`config.mk`:
```
export PLATFORM = sky130hd
export DESIGN_NAME = itami_top
export DESIGN_NICKNAME = d
export VERILOG_FILES = /design/src/design/itami_pkg.sv /design/src/design/itami_midi_pick.sv /design/src/design/itami_out_stage.sv /design/src/design/itami_top.sv
export VERILOG_INCLUDE_DIRS = /design/src /design/src/design
export SDC_FILE = /design/constraint.sdc
export NUM_CORES = 1
export LEC_CHECK = 0
export BUFFER_PORTS_ARGS = -buffer_cell sky130_fd_sc_hd__buf_2
export CORE_MARGIN = 1
export CORE_UTILIZATION = 29
export DETAILED_ROUTE_END_ITERATION = 6
export GPL_ROUTABILITY_DRIVEN = 0
export PLACE_DENSITY = 0.49
export SLEW_MARGIN = 20
export SYNTH_ARGS = -nofsm -noshare
export SYNTH_HDL_FRONTEND = slang
export SYNTH_SLANG_ARGS = --single-unit
```
`constraint.sdc`:
```
create_clock -name aclk -period 2.1 [get_ports aclk]
set_input_delay 0.315 -clock aclk [delete_from_list [all_inputs] [get_ports aclk]]
set_output_delay 0.315 -clock aclk [all_outputs]
set_load 0.01 [all_outputs]
```
`src/design/itami_consts.svh`:
```
// Purpose: Register offsets, field positions, reset values and fixed codes of the
//          isochronous transmitter audio and MIDI insertion block.
// Assumes: Included by the package and by the design modules.
// Notes:   Addresses are full byte addresses on the register bus.
`ifndef ITAMI_CONSTS_SVH
`define ITAMI_CONSTS_SVH

`define ITAMI_ADDR_CFG          32'hcf00_00d4
`define ITAMI_ADDR_MAP          32'hcf00_00d8
`define ITAMI_ADDR_STAT         32'hcf00_00fc

`define ITAMI_CFG_MUTE_N_BIT    31
`define ITAMI_CFG_MIDI_ON_BIT   30
`define ITAMI_CFG_RESET         32'h0000_0000
`define ITAMI_MAP_RESET         32'h0000_0000

`define ITAMI_MIDI_PORTS        8
`define ITAMI_MAP_FIELD_W       4
`define ITAMI_MAP_SEL_W         3

`define ITAMI_MUTED_WORD        32'h0000_0000
`define ITAMI_MIDI_LABEL_DATA   8'h81
`define ITAMI_MIDI_LABEL_EMPTY  8'h80
`define ITAMI_MIDI_NO_BYTE      8'h00
`define ITAMI_MIDI_PAD          16'h0000

`define ITAMI_RESP_OKAY         2'b00
`define ITAMI_RESP_SLVERR       2'b10

`endif

```
`src/design/itami_pkg.sv`:
```
// Purpose: Types and shared helpers of the audio and MIDI insertion block.
// Assumes: itami_consts.svh is on the include path.
// Notes:   Bus fields keep their published signal names.
`include "itami_consts.svh"

package itami_pkg;

  typedef struct packed {
    logic [31:0] awaddr;
    logic        awvalid;
    logic [31:0] wdata;
    logic [3:0]  wstrb;
    logic        wvalid;
    logic        bready;
    logic [31:0] araddr;
    logic        arvalid;
    logic        rready;
  } itami_axil_req_t;

  typedef struct packed {
    logic        awready;
    logic        wready;
    logic [1:0]  bresp;
    logic        bvalid;
    logic        arready;
    logic [31:0] rdata;
    logic [1:0]  rresp;
    logic        rvalid;
  } itami_axil_rsp_t;

  // One quadlet of a data block on its way to the packet builder.
  typedef struct packed {
    logic        last;
    logic [2:0]  plug;
    logic [31:0] data;
  } itami_quad_t;

  typedef struct packed {
    logic        awready;
    logic        wready;
    logic [31:0] awaddr;
    logic [31:0] wdata;
    logic [3:0]  wstrb;
    logic        bvalid;
    logic [1:0]  bresp;
    logic        arready;
    logic        rvalid;
    logic [1:0]  rresp;
    logic [31:0] rdata;
    logic        mute_n;
    logic        midi_insert_on;
    logic [31:0] port_map;
    logic [7:0]  midi_ack;
    logic [15:0] midi_cnt;
    logic [15:0] blk_cnt;
  } itami_top_st_t;

  typedef struct packed {
    logic        in_ready;
    logic        out_valid;
    itami_quad_t quad;
  } itami_stage_st_t;

  function automatic logic port_on(input logic [31:0] port_map, input int unsigned idx);
    return port_map[idx * `ITAMI_MAP_FIELD_W + `ITAMI_MAP_SEL_W];
  endfunction

  function automatic logic [2:0] port_plug_sel(input logic [31:0] port_map, input int unsigned idx);
    return port_map[idx * `ITAMI_MAP_FIELD_W +: `ITAMI_MAP_SEL_W];
  endfunction

  function automatic logic [31:0] apply_strb(input logic [31:0] old_word, input logic [31:0] new_word,
                                             input logic [3:0] strb);
    logic [31:0] res;
    res = old_word;
    for (int b = 0; b < 4; b++) begin
      if (strb[b]) begin
        res[b*8 +: 8] = new_word[b*8 +: 8];
      end
    end
    return res;
  endfunction

endpackage

```
`src/design/itami_midi_pick.sv`:
```
// Purpose: Chooses the MIDI port whose byte fills the MIDI quadlet of a data block.
// Assumes: Purely combinational; the caller registers the outcome.
// Notes:   When several enabled ports map to one plug, the lowest port number wins.
`include "itami_consts.svh"

module itami_midi_pick (
  // Port configuration.
  input  logic [31:0]      port_map,
  // Plug slot of the current data block.
  input  logic [2:0]       plug,
  // MIDI sources.
  input  logic [7:0]       src_valid,
  input  logic [7:0][7:0]  src_byte,
  // Choice.
  output logic             hit,
  output logic [2:0]       port,
  output logic [7:0]       pick_byte
);

  always_comb begin
    hit       = 1'b0;
    port      = 3'h0;
    pick_byte = `ITAMI_MIDI_NO_BYTE;
    for (int i = `ITAMI_MIDI_PORTS - 1; i >= 0; i--) begin
      if (itami_pkg::port_on(port_map, i) && itami_pkg::port_plug_sel(port_map, i) == plug
          && src_valid[i]) begin // [RULE_07]
        hit       = 1'b1;
        port      = 3'(i);
        pick_byte = src_byte[i];
      end
    end
  end

endmodule

```
`src/design/itami_out_stage.sv`:
```
// Purpose: Holds one outgoing quadlet for the packet builder.
// Assumes: Source and sink run on aclk.
// Notes:   Ready is registered, so the stage takes at most one quadlet every second cycle.
`include "itami_consts.svh"

module itami_out_stage (
  // Clock and reset.
  input  logic                   aclk,
  input  logic                   aresetn,
  // Upstream.
  input  logic                   in_valid,
  input  itami_pkg::itami_quad_t in_quad,
  output logic                   in_ready,
  // Silence control.
  input  logic                   mute_n,
  // Downstream.
  output logic                   out_valid,
  output itami_pkg::itami_quad_t out_quad,
  input  logic                   out_ready
);

  localparam itami_pkg::itami_stage_st_t ST_RST = '{in_ready: 1'b1, default: '0};

  itami_pkg::itami_stage_st_t st_q;
  itami_pkg::itami_stage_st_t st_d;

  always_comb begin
    st_d = st_q;
    if (st_q.out_valid && out_ready) begin
      st_d.out_valid = 1'b0;
    end
    if (in_valid && st_q.in_ready) begin
      st_d.out_valid = 1'b1;
      st_d.quad      = in_quad;
    end
    // A quadlet already held is silenced too once the control drops.
    if (!mute_n) begin
      st_d.quad.data = `ITAMI_MUTED_WORD; // [RULE_01]
    end
    st_d.in_ready = !st_d.out_valid;
  end

  always_ff @(posedge aclk) begin
    if (!aresetn) begin
      st_q <= ST_RST;
    end else begin
      st_q <= st_d;
    end
  end

  assign in_ready  = st_q.in_ready;
  assign out_valid = st_q.out_valid;
  assign out_quad  = st_q.quad;

endmodule

```
`src/design/itami_top.sv`:
```
// Purpose: Audio data configuration of an isochronous transmitter: silences the
//          sample stream and fills the MIDI quadlet of each data block.
// Assumes: One clock, aclk; registers reached over AXI4-Lite; MIDI sources and the
//          packet builder run on aclk.
// Notes:   One write and one read are served at a time on the register bus.
//
// Overview of operation
// RULE_01 - While the silence control is low every quadlet sent out is forced to the muted value; the code mutes a held quadlet one cycle late.
// RULE_02 - Software sets the silence control high to let samples through, and it is low after reset.
// RULE_03 - With MIDI insertion on, the last quadlet of each data block carries MIDI instead of audio.
// RULE_04 - With MIDI insertion off, no quadlet is reserved or filled for MIDI.
// RULE_05 - Eight MIDI ports have enable bits at 31, 27, 23, 19, 15, 11, 7 and 3, all reset to zero.
// RULE_06 - Each port has a 3-bit plug select just below its enable bit, all reset to zero.
// RULE_07 - A disabled port adds no bytes, an enabled one is carried in the plug slot it selects.
//
// Chosen here: the AXI4-Lite interface to the registers.
`include "itami_consts.svh"

module itami_top (
  // Clock and reset.
  input  logic                       aclk,
  input  logic                       aresetn,
  // Register bus.
  input  itami_pkg::itami_axil_req_t axil_req,
  output itami_pkg::itami_axil_rsp_t axil_rsp,
  // Quadlets from the sample packer.
  input  logic                       s_valid,
  input  itami_pkg::itami_quad_t     s_quad,
  output logic                       s_ready,
  // Quadlets to the packet builder.
  output logic                       m_valid,
  output itami_pkg::itami_quad_t     m_quad,
  input  logic                       m_ready,
  // MIDI port sources.
  input  logic [7:0]                 midi_valid,
  input  logic [7:0][7:0]            midi_byte,
  output logic [7:0]                 midi_ack,
  // Configuration seen by the packet builder.
  output logic                       mute_n,
  output logic                       midi_insert_on
);

  localparam itami_pkg::itami_top_st_t ST_RST = '{
    awready:  1'b1,
    wready:   1'b1,
    arready:  1'b1,
    port_map: `ITAMI_MAP_RESET,
    default:  '0
  };

  itami_pkg::itami_top_st_t st_q;
  itami_pkg::itami_top_st_t st_d;

  itami_pkg::itami_quad_t   quad_in;
  logic                     in_take;
  logic                     pick_hit;
  logic [2:0]               pick_port;
  logic [7:0]               pick_byte;
  logic [7:0]               src_valid;
  logic [31:0]              cfg_word;

  // A port already acknowledged is kept out of the choice for the one cycle its acknowledge is high.
  assign src_valid = midi_valid & ~st_q.midi_ack;

  itami_midi_pick u_pick (
    .port_map  (st_q.port_map),
    .plug      (s_quad.plug),
    .src_valid (src_valid),
    .src_byte  (midi_byte),
    .hit       (pick_hit),
    .port      (pick_port),
    .pick_byte (pick_byte)
  );

  itami_out_stage u_stage (
    .aclk      (aclk),
    .aresetn   (aresetn),
    .in_valid  (s_valid),
    .in_quad   (quad_in),
    .in_ready  (s_ready),
    .mute_n    (st_q.mute_n),
    .out_valid (m_valid),
    .out_quad  (m_quad),
    .out_ready (m_ready)
  );

  assign in_take = s_valid && s_ready;

  always_comb begin
    cfg_word = `ITAMI_CFG_RESET;
    cfg_word[`ITAMI_CFG_MUTE_N_BIT]  = st_q.mute_n;
    cfg_word[`ITAMI_CFG_MIDI_ON_BIT] = st_q.midi_insert_on;
  end

  // Quadlet offered to the output stage.
  always_comb begin
    quad_in = s_quad;
    if (st_q.midi_insert_on && s_quad.last) begin // [RULE_03] [RULE_04]
      if (pick_hit) begin
        quad_in.data = {`ITAMI_MIDI_LABEL_DATA, pick_byte, `ITAMI_MIDI_PAD}; // [RULE_07]
      end else begin
        quad_in.data = {`ITAMI_MIDI_LABEL_EMPTY, `ITAMI_MIDI_NO_BYTE, `ITAMI_MIDI_PAD};
      end
    end
    if (!st_q.mute_n) begin
      quad_in.data = `ITAMI_MUTED_WORD; // [RULE_01]
    end
  end

  always_comb begin
    st_d = st_q;

    // Write address and write data are taken in either order.
    if (axil_req.awvalid && st_q.awready) begin
      st_d.awaddr  = axil_req.awaddr;
      st_d.awready = 1'b0;
    end
    if (axil_req.wvalid && st_q.wready) begin
      st_d.wdata  = axil_req.wdata;
      st_d.wstrb  = axil_req.wstrb;
      st_d.wready = 1'b0;
    end
    if (st_q.bvalid && axil_req.bready) begin
      st_d.bvalid = 1'b0;
    end

    // Counters; a clear by software and an event in the same cycle leave the event counted.
    st_d.midi_ack = 8'h00;

    // Both halves held and no response pending: perform the write.
    if (!st_q.awready && !st_q.wready && !st_q.bvalid) begin
      st_d.bvalid  = 1'b1;
      st_d.bresp   = `ITAMI_RESP_OKAY;
      st_d.awready = 1'b1;
      st_d.wready  = 1'b1;
      case (st_q.awaddr)
        `ITAMI_ADDR_CFG: begin
          if (st_q.wstrb[3]) begin
            st_d.mute_n         = st_q.wdata[`ITAMI_CFG_MUTE_N_BIT]; // [RULE_02]
            st_d.midi_insert_on = st_q.wdata[`ITAMI_CFG_MIDI_ON_BIT];
          end
        end
        `ITAMI_ADDR_MAP: begin
          st_d.port_map = itami_pkg::apply_strb(st_q.port_map, st_q.wdata, st_q.wstrb); // [RULE_05] [RULE_06]
        end
        `ITAMI_ADDR_STAT: begin
          if (st_q.wstrb[1:0] != 2'b00) begin
            st_d.midi_cnt = 16'h0000;
          end
          if (st_q.wstrb[3:2] != 2'b00) begin
            st_d.blk_cnt = 16'h0000;
          end
        end
        default: begin
          st_d.bresp = `ITAMI_RESP_SLVERR;
        end
      endcase
    end

    // Read channel.
    if (st_q.rvalid && axil_req.rready) begin
      st_d.rvalid  = 1'b0;
      st_d.arready = 1'b1;
    end
    if (axil_req.arvalid && st_q.arready) begin
      st_d.arready = 1'b0;
      st_d.rvalid  = 1'b1;
      st_d.rresp   = `ITAMI_RESP_OKAY;
      case (axil_req.araddr)
        `ITAMI_ADDR_CFG: begin
          st_d.rdata = cfg_word;
        end
        `ITAMI_ADDR_MAP: begin
          st_d.rdata = st_q.port_map;
        end
        `ITAMI_ADDR_STAT: begin
          st_d.rdata = {st_q.blk_cnt, st_q.midi_cnt};
        end
        default: begin
          st_d.rdata = 32'h0000_0000;
          st_d.rresp = `ITAMI_RESP_SLVERR;
        end
      endcase
    end

    // MIDI byte consumed only when it really leaves in a data block.
    if (in_take && st_q.midi_insert_on && s_quad.last && st_q.mute_n && pick_hit) begin // [RULE_03]
      st_d.midi_ack[pick_port] = 1'b1; // [RULE_07]
      st_d.midi_cnt            = st_d.midi_cnt + 16'h0001;
    end
    if (in_take && s_quad.last) begin
      st_d.blk_cnt = st_d.blk_cnt + 16'h0001;
    end
  end

  always_ff @(posedge aclk) begin
    if (!aresetn) begin
      st_q <= ST_RST; // [RULE_02] [RULE_05] [RULE_06]
    end else begin
      st_q <= st_d;
    end
  end

  assign axil_rsp.awready = st_q.awready;
  assign axil_rsp.wready  = st_q.wready;
  assign axil_rsp.bresp   = st_q.bresp;
  assign axil_rsp.bvalid  = st_q.bvalid;
  assign axil_rsp.arready = st_q.arready;
  assign axil_rsp.rdata   = st_q.rdata;
  assign axil_rsp.rresp   = st_q.rresp;
  assign axil_rsp.rvalid  = st_q.rvalid;
  assign midi_ack         = st_q.midi_ack;
  assign mute_n           = st_q.mute_n;
  assign midi_insert_on   = st_q.midi_insert_on;

endmodule

```
# Word-level counts from Yosys, hierarchy flattened
# Index checks and enable logic that the tools add are counted.
dict set report totals {
  output_inout_bits 89
  wordCells 140
  register_bits 221
  input_bits 217
}
dict set report op_classes {
  order_cmp 2
  n_bitwise 3
  n_reduce_logical 50
  add_sub_neg 2
  eq_ne 14
  mux 44
}
# op n
set op_table {}
lappend op_table {{$eq 32x32->1 const B} 6}
lappend op_table {{$mux 32} 4}
lappend op_table {{$pmux 32 s3} 1}
lappend op_table {{$mux 16} 4}
lappend op_table {{$mux 8} 8}
lappend op_table {{$mux 37} 1}
lappend op_table {{$mux 36} 1}
lappend op_table {{$add 16x1->16 const B} 2}
lappend op_table {{$logic_and 1x1->1} 32}
lappend op_table {{$mux 3} 9}
lappend op_table {{$mux 25} 1}
lappend op_table {{$eq 3x3->1} 8}
lappend op_table {{$reduce_and 3->1} 5}
lappend op_table {{$mux 1} 11}
lappend op_table {{$and 8x8->8} 1}
lappend op_table {{$not 8->8} 1}
lappend op_table {{$reduce_bool 2->1} 4}
lappend op_table {{$mux 2} 3}
lappend op_table {{$reduce_or 3->1} 2}
lappend op_table {{$logic_not 1->1} 4}
lappend op_table {{$lt 3x4->1 const B} 1}
lappend op_table {{$reduce_and 2->1} 2}
lappend op_table {{$demux 1 s3} 1}
lappend op_table {{$ge 3x1->1 const B} 1}
lappend op_table {{2 further kinds} 2}

# Logic depth before layout (Yosys ltp)
# Gate-level depths: netlist of the first run.
dict set report depth {
  ltp_word 16
  ltp_mapped 11
}

# Cells and area by module
# Synthesis of the first run repeated with hierarchy kept, for this count alone.
dict set report unflattened {
  cells_unflattened 1306
  area_unflattened_um2 10874.2
}
# module cells_per_inst instances area_each_um2
set by_module_without_submodules {}
lappend by_module_without_submodules {itami_top 962 1 7855.0}
lappend by_module_without_submodules {itami_out_stage 170 1 1866.8}
lappend by_module_without_submodules {itami_midi_pick 174 1 1152.4}

# Worst setup path before layout of the first run
# OpenSTA, ideal clock, no wires.
dict set report synth_timing {
  path_kind {register -> register}
  start {register st_q[170] (netlist name)}
  end {register st_q[24] (netlist name)}
  slack_ns -0.140
  t_arrival_ns 2.123
  setup_ns 0.117
  path_stages_with_launch 11
  period_less_slack_ns 2.240
  cell_sequence {dfxtp_1 -> nor4b_1 -> nand4_1 -> nor4_1 -> nor2b_1 -> ha_1 -> nand3_1 -> or3_1 -> a2111oi_2 -> xnor2_1 -> nor2_1}
}
dict set report synth_via {
  elab_chain_cells 5
}
# element line
set synth_rtl {}
lappend synth_rtl {{from (decl)} itami_top.sv:51} ;# itami_pkg::itami_top_st_t st_q;
lappend synth_rtl {{from (signal assigned)} itami_top.sv:200} ;# st_q <= st_d;
lappend synth_rtl {{$eq 32x32->1 *} itami_top.sv:136} ;# case (st_q.awaddr)
lappend synth_rtl {{$mux 32 *} itami_top.sv:136}
lappend synth_rtl {{$mux 32 *} itami_top.sv:131} ;# if (!st_q.awready && !st_q.wready && !st_q.bvalid) begin
lappend synth_rtl {{$add 16x1->16} itami_top.sv:189} ;# st_d.midi_cnt = st_d.midi_cnt + 16'h0001;
lappend synth_rtl {{$mux 16 *} itami_top.sv:187} ;# if (in_take && st_q.midi_insert_on && s_quad.last && st_q.mute_n && pick_hit) begin
# Mark *: on every way between the ends. The rest lies on a longest branch, timed or not.
# A chain may end at the register's enable or synchronous reset.

# Final worst setup path of the first run
dict set report layout_timing {
  start {register st_q[179] (netlist name)}
  end {register st_q[30] (netlist name)}
}
# Same word-level chain as after synthesis.

==> qor.yml, run 1 <==
synthesis:
  synth_area_leaders: "dfxtp_1 44%, nand2_1 9.9%, a21boi_0 7.8%, a22oi_1 4.6%, buf_4 3.9%"
  async_reset_ff_share_pct: 0
  post-synth-top-area-fraction_pct: 43.8
  syn_area_um2: 10000
  synth-seq-area-share_pct: 43.8
  synth-main-ff-cell: "dfxtp_1"
  syn_avg_cell_area_um2: 8.63
  ys_warn_count: 0
  yosys.cell_types.count: 62
  synth_cells: 1161
  yosys_register_bits: 219
  synth-edff-count: 0
  synth_top_area_cell: "dfxtp_1"
floorplan:
  core_area_um2: 33800
  initial_utilization_pct: 29.7
  rows: 67
  ios: 306
  dieArea_um2: 35300
  die_h_um: 188
  die_w_um: 188
timing:
  fin_crit_ns: 2.30
  setup_viol: 35
  finClkSkew_ns: 0.0135
  fmax_mhz: 434
  tightestPinTransition_ns: 0.591
  slew_headroom_pct: 60.6
  final-hold-violation-count: 0
  rsz0062_at_grt: "true"
  slew_violations: 0
  fin_ws_ns: -0.202
  finalCritPeriodShare_pct: 110
run_status:
  status: "finished with violations"
  violations: "setup timing"
drt:
  drt_pre_antenna_iters: 5
  detailroute.via_count: 9463
  drtIter0Drc: 565
  drc: 0
  drt_wl_total_um: 34700
  avgRoutedWirePerCell_um: 17.6
  viasPerCell: 4.78
  final_antenna_net_count: 0
worst_setup_path:
  cp.arrival_ns: 2.72
  reg2reg_to: "st_q[30]$_SDFF_PN0_"
  worstSetupStartpointType: "flop"
  rrSetupSlack_ns: -0.20
  critPathRequiredTime_ns: 2.52
  path_max_fanout: 5
  end_kind: "flop"
  cpPeakStageDelay_ns: 0.42
  rr_startpoint: "st_q[179]$_SDFFE_PN0P_"
  ff2ff_path_depth: 11
  critical_path_class: "flop to flop"
  cp_slowest_cell: "or3_4"
  path_cells: "nor4bb_4 > nand4_1 > nor4_4 > buf_6 > nor2b_4 > ha_4 > nand3_2 > or3_4 > a2111oi_4 > xnor2_1 > nor2_1"
pwr:
  p_leak_nw: 5.70
  powerDensity_nw_per_um2: 688
  total_power_w: 0.00966
  peakVddDrop_mv: 0.499
clock_network:
  clk_pin_slew_ns: 0.06
  cts_tree: "built"
  h-tree-depth: 1
  clk_latency_ns: 0.53
  max-clock-path-buffers: 3
  cts_buffers: 26
  cts-root-buf: "clkbuf_16"
  cts.sinks: 219
min_path:
  worstHoldStart: "s_quad[30]"
  worstHoldPathType: "input pin to flop"
  hold_end: "u_stage.out_quad[30]$_SDFFE_PN0P_"
  worstHoldPathCells: 3
place:
  dpl.hpwl_um: 26400
  portBuffers: 303
  place_ws_ns: -0.414
layout:
  mostFrequentLayoutCells: "302 x buf_2, 230 x nand2_1, 212 x dfxtp_1, 108 x buf_4, 73 x a21boi_0"
  utilization_pct: 41.6
  drive_gt1_share_pct: 40.4
  layout_commonest_cell: "buf_2"
  syn_to_final_growth_pct: 40.1
  fillers: 3429
  nNetsFinal: 1726
grt:
  globalRouteOverflowTotal: 0
  grt_pass1_vias: 9346
  antenna_found_initial: 4
  grt_pass1_wl_um: 53100
  grtUsageTotal_pct: 19.2
  grt_max_degree: 128
run:
  drv_cap: 0
## synthesized netlist by cell type, drive strengths merged (6+ instances only)
library cell and number:
o21a 11, o22ai 8, and2 15, nand3b 6, o221ai 8, a21oi 25, a2111oi 8, a221oi 9
buf 71, o31ai 8, a22oi 62, dfxtp 219, nor2b 10, nand2b 8, nor3 6, xnor2 32
nor2 70, xor2 19, nand3 18, nand2 266, nand4 13, clkbuf 49, and4 7, inv 8
o21ai 39, nor4 14, a21boi 106
## layout make-up
cell class	instances	area, um^2	share of cell area [%]
well taps	448	561	3.99
repair buffers	437	2710	19.3
diodes	5	12.5	0.0891
clock buffers	37	783	5.58
inverters	8	30.0	0.214
clock inverters	9	95.1	0.677
multi-input cells	815	5460	38.9
flip-flops and latches	219	4390	31.3
## routing by layer
| metal | part of all wire, % | vias to the layer above | GRT usage (%) |
|---|---|---|---|
| li1 | - | 4687 | - |
| met1 | 47 | 4451 | 26.6 |
| met2 | 45 | 268 | 30.3 |
| met3 | 5.7 | 55 | 3.65 |
| met4 | 2.3 | 2 | 4.97 |
| met5 | 0.023 | - | 0 |
## kinds of logic after synthesis
logic type / after synthesis / share of synthesized area, %
muxes: 4 / 0.400
DFF: 219 / 43.8
xor gates and xnor gates: 51 / 4.61
adders and majority gates: 2 / 0.250
and+or+nand+nor: 460 / 21.4
buffers and inverters: 128 / 7.13
other: 1 / 0.0374
AOI/OAI and AO/OA: 296 / 22.5
## power by group
part           internal, W  total (W)  switching [W]  leakage [nW]
registers          0.00425    0.00432      0.0000695          1.78
logic             0.000357   0.000732       0.000375          3.47
clock network      0.00282    0.00460        0.00178         0.442
total              0.00743    0.00966        0.00223          5.70
## critical path, delay by kind of cell, from the launching register on
kind | cells | cell delay (ns)
simple gates | 7 | 1.09
compound gates | 1 | 0.34
flops | 1 | 0.32
fa+ha+maj | 1 | 0.15
xor+xnor | 1 | 0.15
buf+inv | 1 | 0.14
## how the worst max path moves through the flow
stage,start,to,slack [ns],cells after the start
after global routing,st_q[179]$_SDFFE_PN0P_,st_q[24]$_SDFF_PN0_,-0.28,11
after global placement,st_q[170]$_SDFFE_PN0P_,st_q[8]$_SDFF_PN0_,-0.43,11
after detailed placement,st_q[170]$_SDFFE_PN0P_,st_q[8]$_SDFF_PN0_,-0.41,11
final,st_q[179]$_SDFFE_PN0P_,st_q[30]$_SDFF_PN0_,-0.20,11
after floorplan,st_q[170]$_SDFFE_PN0P_,st_q[8]$_SDFF_PN0_,-0.06,11
after CTS,st_q[175]$_SDFFE_PN0P_,st_q[24]$_SDFF_PN0_,-0.24,11
## stage by stage
stage,std cells,TNS (ns),hold slack (ns),area (um^2)
6_report,1978,-2.61,0.0283,14000
5_1_grt,1973,-6.76,0.0163,14000
4_1_cts,1971,-1.48,0.00362,13700
3_5_place_dp,1910,-17.67,0.439,12500
3_3_place_gp,1910,-15.78,0.435,12500
2_1_floorplan,1162,-0.443,0.431,10000
## sequential cells by signal, summed over array words and instances, names as in the netlist
register and cells:
st_q 132, axil_rsp 39, u_stage.out_quad 36, midi_ack 8
midi_insert_on 1, mute_n 1, u_stage.in_ready 1, u_stage.out_valid 1
## timing repair
action,in CTS,in global routing
resized for setup,68,90
pin swaps,38,61
setup endpoints to repair,61,61
hold buffers,7,0
endpoints found under the hold margin,7,0
setup buffers,8,4
Note: power is estimated with default switching activity, not from simulation.
==> run 2: changes to the inputs <==
--- a/config.mk
+++ b/config.mk
@@ -11,7 +11,7 @@
 export CORE_UTILIZATION = 29
 export DETAILED_ROUTE_END_ITERATION = 6
 export GPL_ROUTABILITY_DRIVEN = 0
-export PLACE_DENSITY = 0.49
+export PLACE_DENSITY = 0.61
 export SLEW_MARGIN = 20
 export SYNTH_ARGS = -nofsm -noshare
 export SYNTH_HDL_FRONTEND = slang
==> qor.yml, run 2 (synthesized netlist as in run 1, its figures left out) <==
run_status:
  status: "finished with violations"
  violations: "setup timing"
pwr:
  p_switching_w: 0.00220
  pwr-share-clk_pct: 47.6
  p_leak_nw: 5.60
  peakVddDrop_mv: 0.516
  powerDensity_nw_per_um2: 689
  combPwrFrac_pct: 7.5
  pwr-share-seq_pct: 44.8
  total_power_w: 0.00965
  swShare_pct: 22.8
  p_int_w: 0.00746
floorplan:
  die_w_um: 188
  ios: 306
  rows: 67
  die_h_um: 188
  initial_utilization_pct: 29.7
  core_area_um2: 33800
  dieArea_um2: 35300
layout:
  syn_to_final_growth_pct: 39.7
  multi_input_area_um2: 5490
  utilization_pct: 41.4
  largest_reg_flops: 132
  design_area_um2: 14000
  regMostFlops: "st_q"
  fillers: 3386
  nNetsFinal: 1714
  mostFrequentLayoutCells: "303 x buf_2, 228 x nand2_1, 208 x dfxtp_1, 95 x buf_4, 73 x a21boi_0"
  layout_commonest_cell: "buf_2"
  drive_gt1_share_pct: 40.8
  post_layout_nonfiller_instances: 1968
  seq_area_um2: 4400
timing:
  setup_viol: 20
  tightestPinTransition_ns: 0.564
  fin_crit_ns: 2.34
  slew_headroom_pct: 62.4
  slew_violations: 0
  fmax_mhz: 427
  finalCritPeriodShare_pct: 111
  finClkSkew_ns: 0.0215
  rsz0062_at_grt: "true"
  final-hold-violation-count: 0
  timing.hold.ws_ns: 0.0195
  fin_ws_ns: -0.241
worst_setup_path:
  cp.arrival_ns: 2.76
  worstSetupStartpointType: "flop"
  rr_startpoint: "st_q[175]$_SDFFE_PN0P_"
  end_kind: "flop"
  rrSetupSlack_ns: -0.24
  path_max_fanout: 5
  reg2reg_to: "st_q[24]$_SDFF_PN0_"
  critical_path_class: "flop to flop"
  critPathRequiredTime_ns: 2.52
  ff2ff_path_depth: 12
run:
  drv_cap: 0
clock_network:
  cts-root-buf: "clkbuf_16"
  cts.sinks: 219
  cts_buffers: 26
  h-tree-depth: 1
  max-clock-path-buffers: 3
  clk_latency_ns: 0.52
  cts_tree: "built"
  clk_pin_slew_ns: 0.06
drt:
  avgRoutedWirePerCell_um: 17.1
  drc: 0
  drt_pre_antenna_iters: 5
  final_antenna_net_count: 0
  viasPerCell: 4.80
  drtIter0Drc: 582
  detailroute.via_count: 9445
  drt_wl_total_um: 33600
min_path:
  hold_end: "u_stage.out_quad[22]$_SDFFE_PN0P_"
  worstHoldPathType: "input pin to flop"
  worstHoldStart: "midi_byte[6]"
  worstHoldPathCells: 3
grt:
  globalRouteOverflowTotal: 0
  grt_max_degree: 128
  grt_pass1_vias: 9157
  antenna_found_initial: 10
  grt_pass1_wl_um: 51600
  grtUsageTotal_pct: 18.4
place:
  placed_cell_area_um2: 12300
  dpl.hpwl_um: 25700
  dp_cells: 1895
  portBuffers: 303
## run 2: worst max-delay path by stage
stage / start / to / slack (ns) / cells past startpoint
after floorplan: st_q[170]$_SDFFE_PN0P_ / st_q[8]$_SDFF_PN0_ / -0.06 / 11
after global placement: st_q[170]$_SDFFE_PN0P_ / st_q[6]$_SDFF_PN0_ / -0.32 / 11
after detailed placement: st_q[170]$_SDFFE_PN0P_ / st_q[6]$_SDFF_PN0_ / -0.39 / 11
after CTS: st_q[174]$_SDFFE_PN0P_ / st_q[24]$_SDFF_PN0_ / -0.22 / 11
after global routing: st_q[175]$_SDFFE_PN0P_ / st_q[24]$_SDFF_PN0_ / -0.36 / 12
final: st_q[175]$_SDFFE_PN0P_ / st_q[24]$_SDFF_PN0_ / -0.24 / 12
## run 2: timing repair
item / in CTS / in global routing
hold buffers: 5 / 0
endpoints found under the hold margin: 5 / 0
pin swaps: 61 / 54
setup endpoints to repair: 59 / 67
resized for setup: 87 / 87
setup buffers: 8 / 10
## run 2: layout make-up
class                      instances  area share, %
inverter                           8          0.214
multi-input combinational        815           39.2
timing repair buffer             425           18.7
tap                              448           4.00
clock buffer                      42           5.73
clock inverter                     5          0.581
sequential                       219           31.4
antenna                            6          0.107
## run 2: critical path, cell delays in order, from the launching register on
cell	delay [ns]
dfxtp_2	0.32
nor4bb_4	0.15
nand4_1	0.20
nor4_4	0.06
buf_6	0.14
nor2b_4	0.13
ha_4	0.15
nand3_2	0.08
or3_4	0.41
buf_4	0.17
a2111oi_4	0.21
xnor2_1	0.16
nor2_1	0.06
## run 2: power groups by stage
| stage | clock network, W | registers (W) | logic [W] |
|---|---|---|---|
| 4_1_cts | 0.00470 | 0.00432 | 0.000707 |
| 3_5_place_dp | 0 | 0.00440 | 0.000688 |
| 5_1_grt | 0.00490 | 0.00434 | 0.000801 |
| 3_3_place_gp | 0 | 0.00440 | 0.000683 |
| 2_1_floorplan | 0 | 0.00439 | 0.000316 |
| 6_report | 0.00460 | 0.00433 | 0.000727 |
## run 2: per-layer routing
layer | track usage (%) | wire length [um] | up-vias | part of all wire (%)
met4 | 4.75 | 797 | 6 | 2.4
li1 | - | - | 4668 | -
met2 | 29.6 | 15700 | 303 | 47
met3 | 4.17 | 2120 | 61 | 6.3
met1 | 24.7 | 15000 | 4407 | 45
met5 | 0 | 32 | - | 0.095
## run 2: metrics by stage
stage               worst slack, ns  setup TNS (ns)
global placement             -0.315          -13.15
global route                 -0.360           -6.80
floorplan                   -0.0639          -0.443
detailed placement           -0.395          -17.12
CTS                          -0.223           -1.94
finish                       -0.241           -1.38
